===== config.mk =====
export PLATFORM = sky130hd
export DESIGN_NAME = ctb_tx_buffer_control
export DESIGN_NICKNAME = d
export VERILOG_FILES = /design/src/inc/ctb_pkg.sv /design/src/logic/ctb_tx_buffer_control.sv /design/src/logic/ctb_buffer_slot.sv
export SDC_FILE = /design/constraint.sdc
export NUM_CORES = 1
export LEC_CHECK = 0
export BUFFER_PORTS_ARGS = -buffer_cell sky130_fd_sc_hd__buf_2
export CAP_MARGIN = 20
export CORE_MARGIN = 5
export CORE_UTILIZATION = 48
export DETAILED_ROUTE_END_ITERATION = 6
export PLACE_DENSITY = 0.84
export REMOVE_ABC_BUFFERS = 1
export SLEW_MARGIN = 20
export SYNTH_ARGS = -nofsm -noshare
export SYNTH_HDL_FRONTEND = slang
export SYNTH_SLANG_ARGS = --single-unit

===== constraint.sdc =====
create_clock -name aclk -period 3.2 [get_ports aclk]
set_input_delay 0.16 -clock aclk [delete_from_list [all_inputs] [get_ports aclk]]
set_output_delay 0.16 -clock aclk [all_outputs]
set_load 0.005 [all_outputs]

===== src/inc/ctb_pkg.sv =====
package ctb_pkg;

   // ----------------------------------------------------------------
   // geometry
   // ----------------------------------------------------------------
   localparam int unsigned NBUF     = 3;
   localparam int unsigned AW       = 8;
   localparam int unsigned DW       = 32;
   localparam int unsigned REG_W    = 8;

   // ----------------------------------------------------------------
   // register indices; byte address is four times the index
   // ----------------------------------------------------------------
   localparam logic [AW-1:0] IDX_EMPTY_FLAGS = 8'h06;
   localparam logic [AW-1:0] IDX_IRQ_ENABLE  = 8'h07;
   localparam logic [AW-1:0] IDX_ABORT_REQ   = 8'h08;
   localparam logic [AW-1:0] IDX_ABORT_ACK   = 8'h09;
   localparam logic [AW-1:0] IDX_BUF_SELECT  = 8'h0a;
   localparam int unsigned   IDX_SHIFT       = 2;

   // ----------------------------------------------------------------
   // reset values
   // ----------------------------------------------------------------
   localparam logic [NBUF-1:0] RST_EMPTY = 3'h7;
   localparam logic [NBUF-1:0] RST_ZERO  = 3'h0;

   // ----------------------------------------------------------------
   // bus answers
   // ----------------------------------------------------------------
   localparam logic [1:0] RESP_OKAY   = 2'h0;
   localparam logic [1:0] RESP_SLVERR = 2'h2;

   typedef logic [NBUF-1:0] ctb_buf_t;

   function automatic logic [AW-1:0] ctb_byte_addr(input logic [AW-1:0] idx);
      ctb_byte_addr = idx << IDX_SHIFT;
   endfunction

   // keeps only the lowest set bit
   function automatic ctb_buf_t ctb_lowest(input ctb_buf_t v);
      ctb_lowest = v & (~v + ctb_buf_t'(1));
   endfunction

endpackage


===== src/logic/ctb_tx_buffer_control.sv =====
`timescale 1ns/100ps

//Contract
// - init mode holds these registers in reset
// - writes only outside init; reads always
// - empty interrupt only when its enable set
// - abort granted before start or after failure
// - abort sets empty and acknowledge, may interrupt
// - software cannot clear an abort request
// - abort request cleared when empty sets
// - acknowledge bits read only
// - acknowledge cleared when empty cleared
// - acknowledge one means aborted, zero sent
// - lowest set select bit maps the window
// - select reads back lowest set bit only
// - window blocked while buffer is queued
// - no selection means no window access
// - write one clears empty, queues buffer
// - successful send sets empty flag
// - listen mode blocks clearing and sending
module ctb_tx_buffer_control
   import ctb_pkg::*;
(
   input  wire logic            aclk,
   input  wire logic            aresetn,
   input  wire logic [AW-1:0]   s_axi_awaddr,
   input  wire logic [2:0]      s_axi_awprot,
   input  wire logic            s_axi_awvalid,
   output logic                 s_axi_awready,
   input  wire logic [DW-1:0]   s_axi_wdata,
   input  wire logic [DW/8-1:0] s_axi_wstrb,
   input  wire logic            s_axi_wvalid,
   output logic                 s_axi_wready,
   output logic [1:0]           s_axi_bresp,
   output logic                 s_axi_bvalid,
   input  wire logic            s_axi_bready,
   input  wire logic [AW-1:0]   s_axi_araddr,
   input  wire logic [2:0]      s_axi_arprot,
   input  wire logic            s_axi_arvalid,
   output logic                 s_axi_arready,
   output logic [DW-1:0]        s_axi_rdata,
   output logic [1:0]           s_axi_rresp,
   output logic                 s_axi_rvalid,
   input  wire logic            s_axi_rready,
   input  wire logic            init_mode_request,
   input  wire logic            init_mode_ack,
   input  wire logic            listen_mode,
   input  wire ctb_buf_t        tx_sent_ok,
   input  wire ctb_buf_t        tx_busy,
   input  wire ctb_buf_t        tx_failed,
   input  wire logic            window_access,
   output ctb_buf_t             buffer_empty_flag,
   output ctb_buf_t             send_queue_q,
   output ctb_buf_t             window_select_q,
   output logic                 window_grant_q,
   output logic                 send_irq_q
);

   // ----------------------------------------------------------------
   // mode decode
   // ----------------------------------------------------------------
   logic hold_init;
   logic write_ok;

   assign hold_init = init_mode_request & init_mode_ack;
   assign write_ok  = ~init_mode_request & ~init_mode_ack;

   // ----------------------------------------------------------------
   // write channel: address and data taken in either order
   // ----------------------------------------------------------------
   logic [AW-1:0]   aw_addr_q;
   logic            aw_have_q;
   logic [DW-1:0]   w_data_q;
   logic            w_lane0_q;
   logic            w_have_q;
   logic            wr_fire;
   logic            wr_hit;

   assign wr_fire = aw_have_q & w_have_q & ~s_axi_bvalid;

   always_ff @(posedge aclk)
   begin
      if (!aresetn)
      begin
         aw_have_q     <= 1'b0;
         aw_addr_q     <= '0;
         s_axi_awready <= 1'b0;
      end
      else if (s_axi_awvalid && s_axi_awready)
      begin
         aw_have_q     <= 1'b1;
         aw_addr_q     <= s_axi_awaddr;
         s_axi_awready <= 1'b0;
      end
      else if (wr_fire)
      begin
         aw_have_q     <= 1'b0;
         s_axi_awready <= 1'b0;
      end
      else
         s_axi_awready <= ~aw_have_q & ~s_axi_bvalid;
   end

   always_ff @(posedge aclk)
   begin
      if (!aresetn)
      begin
         w_have_q     <= 1'b0;
         w_data_q     <= '0;
         w_lane0_q    <= 1'b0;
         s_axi_wready <= 1'b0;
      end
      else if (s_axi_wvalid && s_axi_wready)
      begin
         w_have_q     <= 1'b1;
         w_data_q     <= s_axi_wdata;
         w_lane0_q    <= s_axi_wstrb[0];
         s_axi_wready <= 1'b0;
      end
      else if (wr_fire)
      begin
         w_have_q     <= 1'b0;
         s_axi_wready <= 1'b0;
      end
      else
         s_axi_wready <= ~w_have_q & ~s_axi_bvalid;
   end

   always_ff @(posedge aclk)
   begin
      if (!aresetn)
      begin
         s_axi_bvalid <= 1'b0;
         s_axi_bresp  <= RESP_OKAY;
      end
      else if (wr_fire)
      begin
         s_axi_bvalid <= 1'b1;
         s_axi_bresp  <= wr_hit ? RESP_OKAY : RESP_SLVERR;
      end
      else if (s_axi_bready)
         s_axi_bvalid <= 1'b0;
   end

   // ----------------------------------------------------------------
   // write decode; only byte lane 0 carries register bits
   // ----------------------------------------------------------------
   logic     wr_empty;
   logic     wr_ier;
   logic     wr_abort;
   logic     wr_sel;
   ctb_buf_t wr_bits;

   assign wr_bits = w_data_q[NBUF-1:0];

   always_comb
   begin
      wr_empty = 1'b0;
      wr_ier   = 1'b0;
      wr_abort = 1'b0;
      wr_sel   = 1'b0;
      wr_hit   = 1'b1;
      if (aw_addr_q == ctb_byte_addr(IDX_EMPTY_FLAGS))
         wr_empty = 1'b1;
      else if (aw_addr_q == ctb_byte_addr(IDX_IRQ_ENABLE))
         wr_ier = 1'b1;
      else if (aw_addr_q == ctb_byte_addr(IDX_ABORT_REQ))
         wr_abort = 1'b1;
      else if (aw_addr_q == ctb_byte_addr(IDX_BUF_SELECT))
         wr_sel = 1'b1;
      else if (aw_addr_q != ctb_byte_addr(IDX_ABORT_ACK))
         wr_hit = 1'b0;
   end

   // writes that are allowed to land this cycle
   logic     commit;
   ctb_buf_t empty_clr_wr;
   ctb_buf_t abort_set_wr;

   assign commit       = wr_fire & w_lane0_q & write_ok;
   assign empty_clr_wr = (commit && wr_empty) ? wr_bits : RST_ZERO;
   assign abort_set_wr = (commit && wr_abort) ? wr_bits : RST_ZERO;

   // ----------------------------------------------------------------
   // enable and select registers
   // ----------------------------------------------------------------
   ctb_buf_t ier_q;
   ctb_buf_t sel_q;
   ctb_buf_t sel_low;

   always_ff @(posedge aclk)
   begin
      if (!aresetn || hold_init)
         ier_q <= RST_ZERO;
      else if (commit && wr_ier)
         ier_q <= wr_bits;
   end

   // the raw bits are kept; only the lowest set one takes effect
   always_ff @(posedge aclk)
   begin
      if (!aresetn || hold_init)
         sel_q <= RST_ZERO;
      else if (commit && wr_sel)
         sel_q <= wr_bits;
   end

   assign sel_low = ctb_lowest(sel_q);

   // ----------------------------------------------------------------
   // per-buffer state
   // ----------------------------------------------------------------
   ctb_buf_t empty_flags;
   ctb_buf_t abort_req;
   ctb_buf_t abort_ack;

   for (genvar i = 0; i < NBUF; i++)
   begin : g_slot
      ctb_buffer_slot u_slot (
         .aclk         (aclk),
         .aresetn      (aresetn),
         .hold_init    (hold_init),
         .empty_clr_wr (empty_clr_wr[i]),
         .abort_set_wr (abort_set_wr[i]),
         .listen_mode  (listen_mode),
         .sent_ok      (tx_sent_ok[i]),
         .tx_busy      (tx_busy[i]),
         .tx_failed    (tx_failed[i]),
         .empty_q      (empty_flags[i]),
         .abort_req_q  (abort_req[i]),
         .abort_ack_q  (abort_ack[i])
      );
   end

   assign buffer_empty_flag = empty_flags;

   // ----------------------------------------------------------------
   // read channel; one read in flight, answer one cycle after accept
   // ----------------------------------------------------------------
   ctb_buf_t rd_bits;
   logic     rd_hit;

   always_comb
   begin
      rd_bits = RST_ZERO;
      rd_hit  = 1'b1;
      if (s_axi_araddr == ctb_byte_addr(IDX_EMPTY_FLAGS))
         rd_bits = empty_flags;
      else if (s_axi_araddr == ctb_byte_addr(IDX_IRQ_ENABLE))
         rd_bits = ier_q;
      else if (s_axi_araddr == ctb_byte_addr(IDX_ABORT_REQ))
         rd_bits = abort_req;
      else if (s_axi_araddr == ctb_byte_addr(IDX_ABORT_ACK))
         rd_bits = abort_ack;
      else if (s_axi_araddr == ctb_byte_addr(IDX_BUF_SELECT))
         rd_bits = sel_low;
      else
         rd_hit = 1'b0;
   end

   always_ff @(posedge aclk)
   begin
      if (!aresetn)
      begin
         s_axi_arready <= 1'b0;
         s_axi_rvalid  <= 1'b0;
         s_axi_rdata   <= '0;
         s_axi_rresp   <= RESP_OKAY;
      end
      else if (s_axi_arvalid && s_axi_arready)
      begin
         s_axi_arready <= 1'b0;
         s_axi_rvalid  <= 1'b1;
         s_axi_rdata   <= {{(DW-NBUF){1'b0}}, rd_bits};
         s_axi_rresp   <= rd_hit ? RESP_OKAY : RESP_SLVERR;
      end
      else if (s_axi_rvalid)
      begin
         s_axi_arready <= 1'b0;
         if (s_axi_rready)
            s_axi_rvalid <= 1'b0;
      end
      else
         s_axi_arready <= 1'b1;
   end

   // ----------------------------------------------------------------
   // transmit window and engine hand-off
   // ----------------------------------------------------------------
   always_ff @(posedge aclk)
   begin
      if (!aresetn)
      begin
         window_select_q <= RST_ZERO;
         window_grant_q  <= 1'b0;
         send_queue_q    <= RST_ZERO;
      end
      else
      begin
         window_select_q <= sel_low;
         // queued buffers are shut out, as is an empty selection
         window_grant_q  <= window_access && |(sel_low & empty_flags);
         send_queue_q    <= listen_mode ? RST_ZERO : ~empty_flags;
      end
   end

   // ----------------------------------------------------------------
   // transmit interrupt: level, follows flags and enables
   // ----------------------------------------------------------------
   always_ff @(posedge aclk)
   begin
      if (!aresetn)
         send_irq_q <= 1'b0;
      else
         send_irq_q <= |(empty_flags & ier_q);
   end
endmodule


===== src/logic/ctb_buffer_slot.sv =====
`timescale 1ns/100ps

module ctb_buffer_slot
   import ctb_pkg::*;
(
   input  wire logic aclk,
   input  wire logic aresetn,
   input  wire logic hold_init,
   input  wire logic empty_clr_wr,
   input  wire logic abort_set_wr,
   input  wire logic listen_mode,
   input  wire logic sent_ok,
   input  wire logic tx_busy,
   input  wire logic tx_failed,
   output logic      empty_q,
   output logic      abort_req_q,
   output logic      abort_ack_q
);

   // ----------------------------------------------------------------
   // events
   // ----------------------------------------------------------------
   logic abort_grant;
   logic empty_set;
   logic empty_clear;

   // granted before the frame starts, or after it lost arbitration / errored
   assign abort_grant = abort_req_q & ~empty_q & (~tx_busy | tx_failed);
   assign empty_set   = (sent_ok & ~empty_q) | abort_grant;
   // set beats clear; listen mode keeps the buffer from being queued
   assign empty_clear = empty_clr_wr & empty_q & ~listen_mode & ~empty_set;

   // ----------------------------------------------------------------
   // empty flag
   // ----------------------------------------------------------------
   always_ff @(posedge aclk)
   begin
      if (!aresetn || hold_init)
         empty_q <= RST_EMPTY[0];
      else if (empty_set)
         empty_q <= 1'b1;
      else if (empty_clear)
         empty_q <= 1'b0;
   end

   // ----------------------------------------------------------------
   // abort request: software can only set it, hardware clears it
   // ----------------------------------------------------------------
   always_ff @(posedge aclk)
   begin
      if (!aresetn || hold_init)
         abort_req_q <= RST_ZERO[0];
      else if (empty_set)
         abort_req_q <= 1'b0;
      else if (abort_set_wr && !empty_q)
         abort_req_q <= 1'b1;
   end

   // ----------------------------------------------------------------
   // abort acknowledge
   // ----------------------------------------------------------------
   always_ff @(posedge aclk)
   begin
      if (!aresetn || hold_init)
         abort_ack_q <= RST_ZERO[0];
      else if (abort_grant && !sent_ok)
         abort_ack_q <= 1'b1;
      else if (empty_clear || sent_ok)
         abort_ack_q <= 1'b0;
   end
endmodule


==> metrics.md <==
| Metric | Value |
|---|---|
| FF-to-FF path depth | 4 |
| Reg-to-reg critical path startpoint | aw_addr_q[1] |
| Post-layout net count | roughly 400 |
| R2r endpoint | sel_q[2] |
| Die area | between 0.006 and 0.007 mm2 |
| Worst clock skew | 8.47 ps |
| Die X | slightly below 80 um |
| Post-DP HPWL | 3770 um |
| Reg clk slew, reported paths | approximately 80 ps |
| Resized Gates After CTS | 0 |
| Gpl congestion | about 0.88 |
| Crit path max fanout | 4 |
| Initial antenna violation count | 0 |
| Leak Pwr | 0.00115 uW |
| CTS Sinks | 47 |
| Post-route ant nets | 0 |
| Achievable frequency | approximately 600 MHz |
| Total grt overflow | 0 |
| Period utilisation layout | between 50% and 60% |
| Hold Path Class | input pin to flop |
| Setup CP Type | flop to flop |
| Final Critical Period | 1630 ps |
| Drt pass-1 iters | 4 |
| Final Hold Vio Count | 0 |
| Arrival time of the worst setup path | 1840 ps |
| Layout cell share with drive strength beyond 1 | ~22% |
| WHS Path Cells | 3 |
| Max clock buf depth | 2 |
| Initial core utilization | 49.4% |
| Clk_lat worst skew | 290 ps |
| Largest net degree at the start of global routing | 33 |
| Buf/Inv on CP | 0 |
| Asr flop ratio synth | 0% |
| Mapped Area | roughly 0.0023 mm2 |
| Via Count | 1945 |
| Prevailing post-synth register cell | dfxtp_1 |
| CP top delay family | simple AND/OR/NAND/NOR gates |
| Slew @ Worst Pin | 820 ps |
| Routed Wire Length | 4810 um |
| CTS tree | yes |
| Hold-fix buffers, CTS | 0 |
| EDFF count, synth | 0 |
| Unrepaired setup endpoints after global routing | no |
| Worst Hold Endpoint | window_grant_q |
| Min-delay src | window_access |
| Total CTS buffers | 5 |
| CP Capture Type | flop |
| Power Density | 412 mW/mm2 |
| Worst Path Required | about 3400 ps |
| Cells after Synth | approximately 270 |
| Status | completed |
| Flop-to-flop setup slack | 1570 ps |
| Ports | 130 |
| Floorplan core area | roughly 0.0047 mm2 |
| CTS H-tree lvls | 2 |
| Endpoints failing setup | 0 |
| Final Max Slew Viols | 0 |
| FF+latch count, synth | 47 |
| GRT Total Usage | ~15% |
| Port Buffers | 60 |
| Peak VDD IR | 0.000245 V |
| WL per Instance | approximately 13 um |
| Synth Warn # | 0 |
| Syn avg cell area | 8.55 um2 |
| Global-route wire length before repair | 7890 um |
| Worst slew margin | between 40% and 50% |
| Number of DRC markers in iteration 0 | 106 |
| Crit-path cells | or4_4, nor4b_4, nand3_2, mux2i_1 |
| # diodes | 0 |
| CTS root buf | clkbuf_8 |
| Vias in the first global route | 1822 |
| Post-CTS Repair Setup Buffers | 0 |
| CP max stage delay | between 500 and 600 ps |
| Critical Path Source Type | flop |
| Fin util | approximately 55% |
| Commonest non-fill, non-tap cell in the layout | buf_2 |
| Post-synth cell types | 47 |
| Max-cap viol count | 0 |
| CP max-delay cell | or4_4 |
| Most frequent cells in the layout | buf_2, dfxtp_1, nand2_1, conb_1, a21boi_0 |
| DRC viols | 0 |
| Area Growth Syn to Fin | 12.0% |
| Register area share after synthesis | 40.6% |
| Setup TNS | 0 ps |
| Core Rows | 25 |
| Die H | between 70 and 80 um |
| Vias per cell | 5.09 |
| Hold Slack | 103 ps |
==> stage by stage <==
stage | instances | instance area, um2 | power, uW | setup slack, ps
detailed placement | 374 | 2510 | 744 | 1600
global route | 382 | 2590 | 1130 | 1440
global placement | 374 | 2510 | 741 | 1600
finish | 382 | 2590 | 1070 | 1570
CTS | 382 | 2590 | 1080 | 1570
floorplan | 260 | 2150 | 689 | 1680
==> final cells by class <==
type                       instances  area [um2]
clock inverter                     1        5.00
tap                               54        67.6
clock buffer                       7        76.3
fill                             436        2100
timing repair buffer              60         300
inverter                           7        26.3
multi-input combinational        206        1180
sequential                        47         941
==> cells by family (layout without fill, tap and decap cells) <==
family	Yosys count	after routing	synth area share [%]
other	1	31	0.162
and+or+nand+nor	112	112	26.4
DFF	47	47	40.6
AOI/OAI and AO/OA	56	56	16.5
muxes	7	7	3.03
buffers and inverters	48	75	13.3
==> synthesized netlist by cell type (2+ instances only) <==
cell type   n  area share, %
nand3b_1    3           0.97
mux2i_1     7            3.0
nor4b_1     3            1.1
inv_1       7            1.1
dfxtp_1    47             41
o21ai_0     9            1.9
nor2_1     14            2.3
and3_1      2           0.54
a21o_1      4            1.3
a31oi_1     7            1.9
nand2b_1   12            3.2
buf_4      34             11
a21oi_1     7            1.5
o21a_1      3           0.97
nor3_1      5            1.1
a21boi_0   16            5.2
and2_1      5            1.4
clkbuf_1    6           0.97
nand3_1     8            1.7
nand2_1    45            7.3
==> worst reg2reg max path: stages, from the launching register on <==
cell,delay [ps]
dfxtp_1,320
or4_4,590
nor4b_4,280
nand3_2,160
mux2i_1,200
==> flip-flops by register name (all words and copies together) (netlist names), 3 cells and up <==
name                       count
w_data_q                       3
aw_addr_q                      8
g_slot.u_slot.empty_q          3
s_axi_rdata                    3
ier_q                          3
window_select_q                3
send_queue_q                   3
g_slot.u_slot.abort_req_q      3
g_slot.u_slot.abort_ack_q      3
sel_q                          3
==> layer usage <==
metal | up-vias | wire length [um] | track usage, %
met2 | 78 | 2230 | 25.7
met5 | - | 0 | 0
met3 | 8 | 384 | 3.39
li1 | 987 | - | -
met4 | 0 | 70 | 5.84
met1 | 872 | 2130 | 19.3
==> how the worst max path moves through the flow <==
stage | from | end | slack (ps) | depth (start not counted)
finish | aw_addr_q[1] | sel_q[2] | 1570 | 4
global route | w_lane0_q | g_slot[0].u_slot.empty_q | 1440 | 4
CTS | aw_addr_q[1] | sel_q[2] | 1570 | 4
detailed placement | aw_addr_q[1] | ier_q[1] | 1600 | 4
global placement | aw_addr_q[1] | g_slot[2].u_slot.empty_q | 1600 | 4
floorplan | aw_addr_q[1] | sel_q[0] | 1680 | 4
==> where the power goes <==
part	total [uW]	leakage [uW]	internal, uW	switching [uW]
registers	615	0.000382	601	14.0
clock network	337	0.0000422	153	183
logic	116	0.000724	49.1	67.3
total	1070	0.00115	804	265
(Power assumes the default switching activity.)
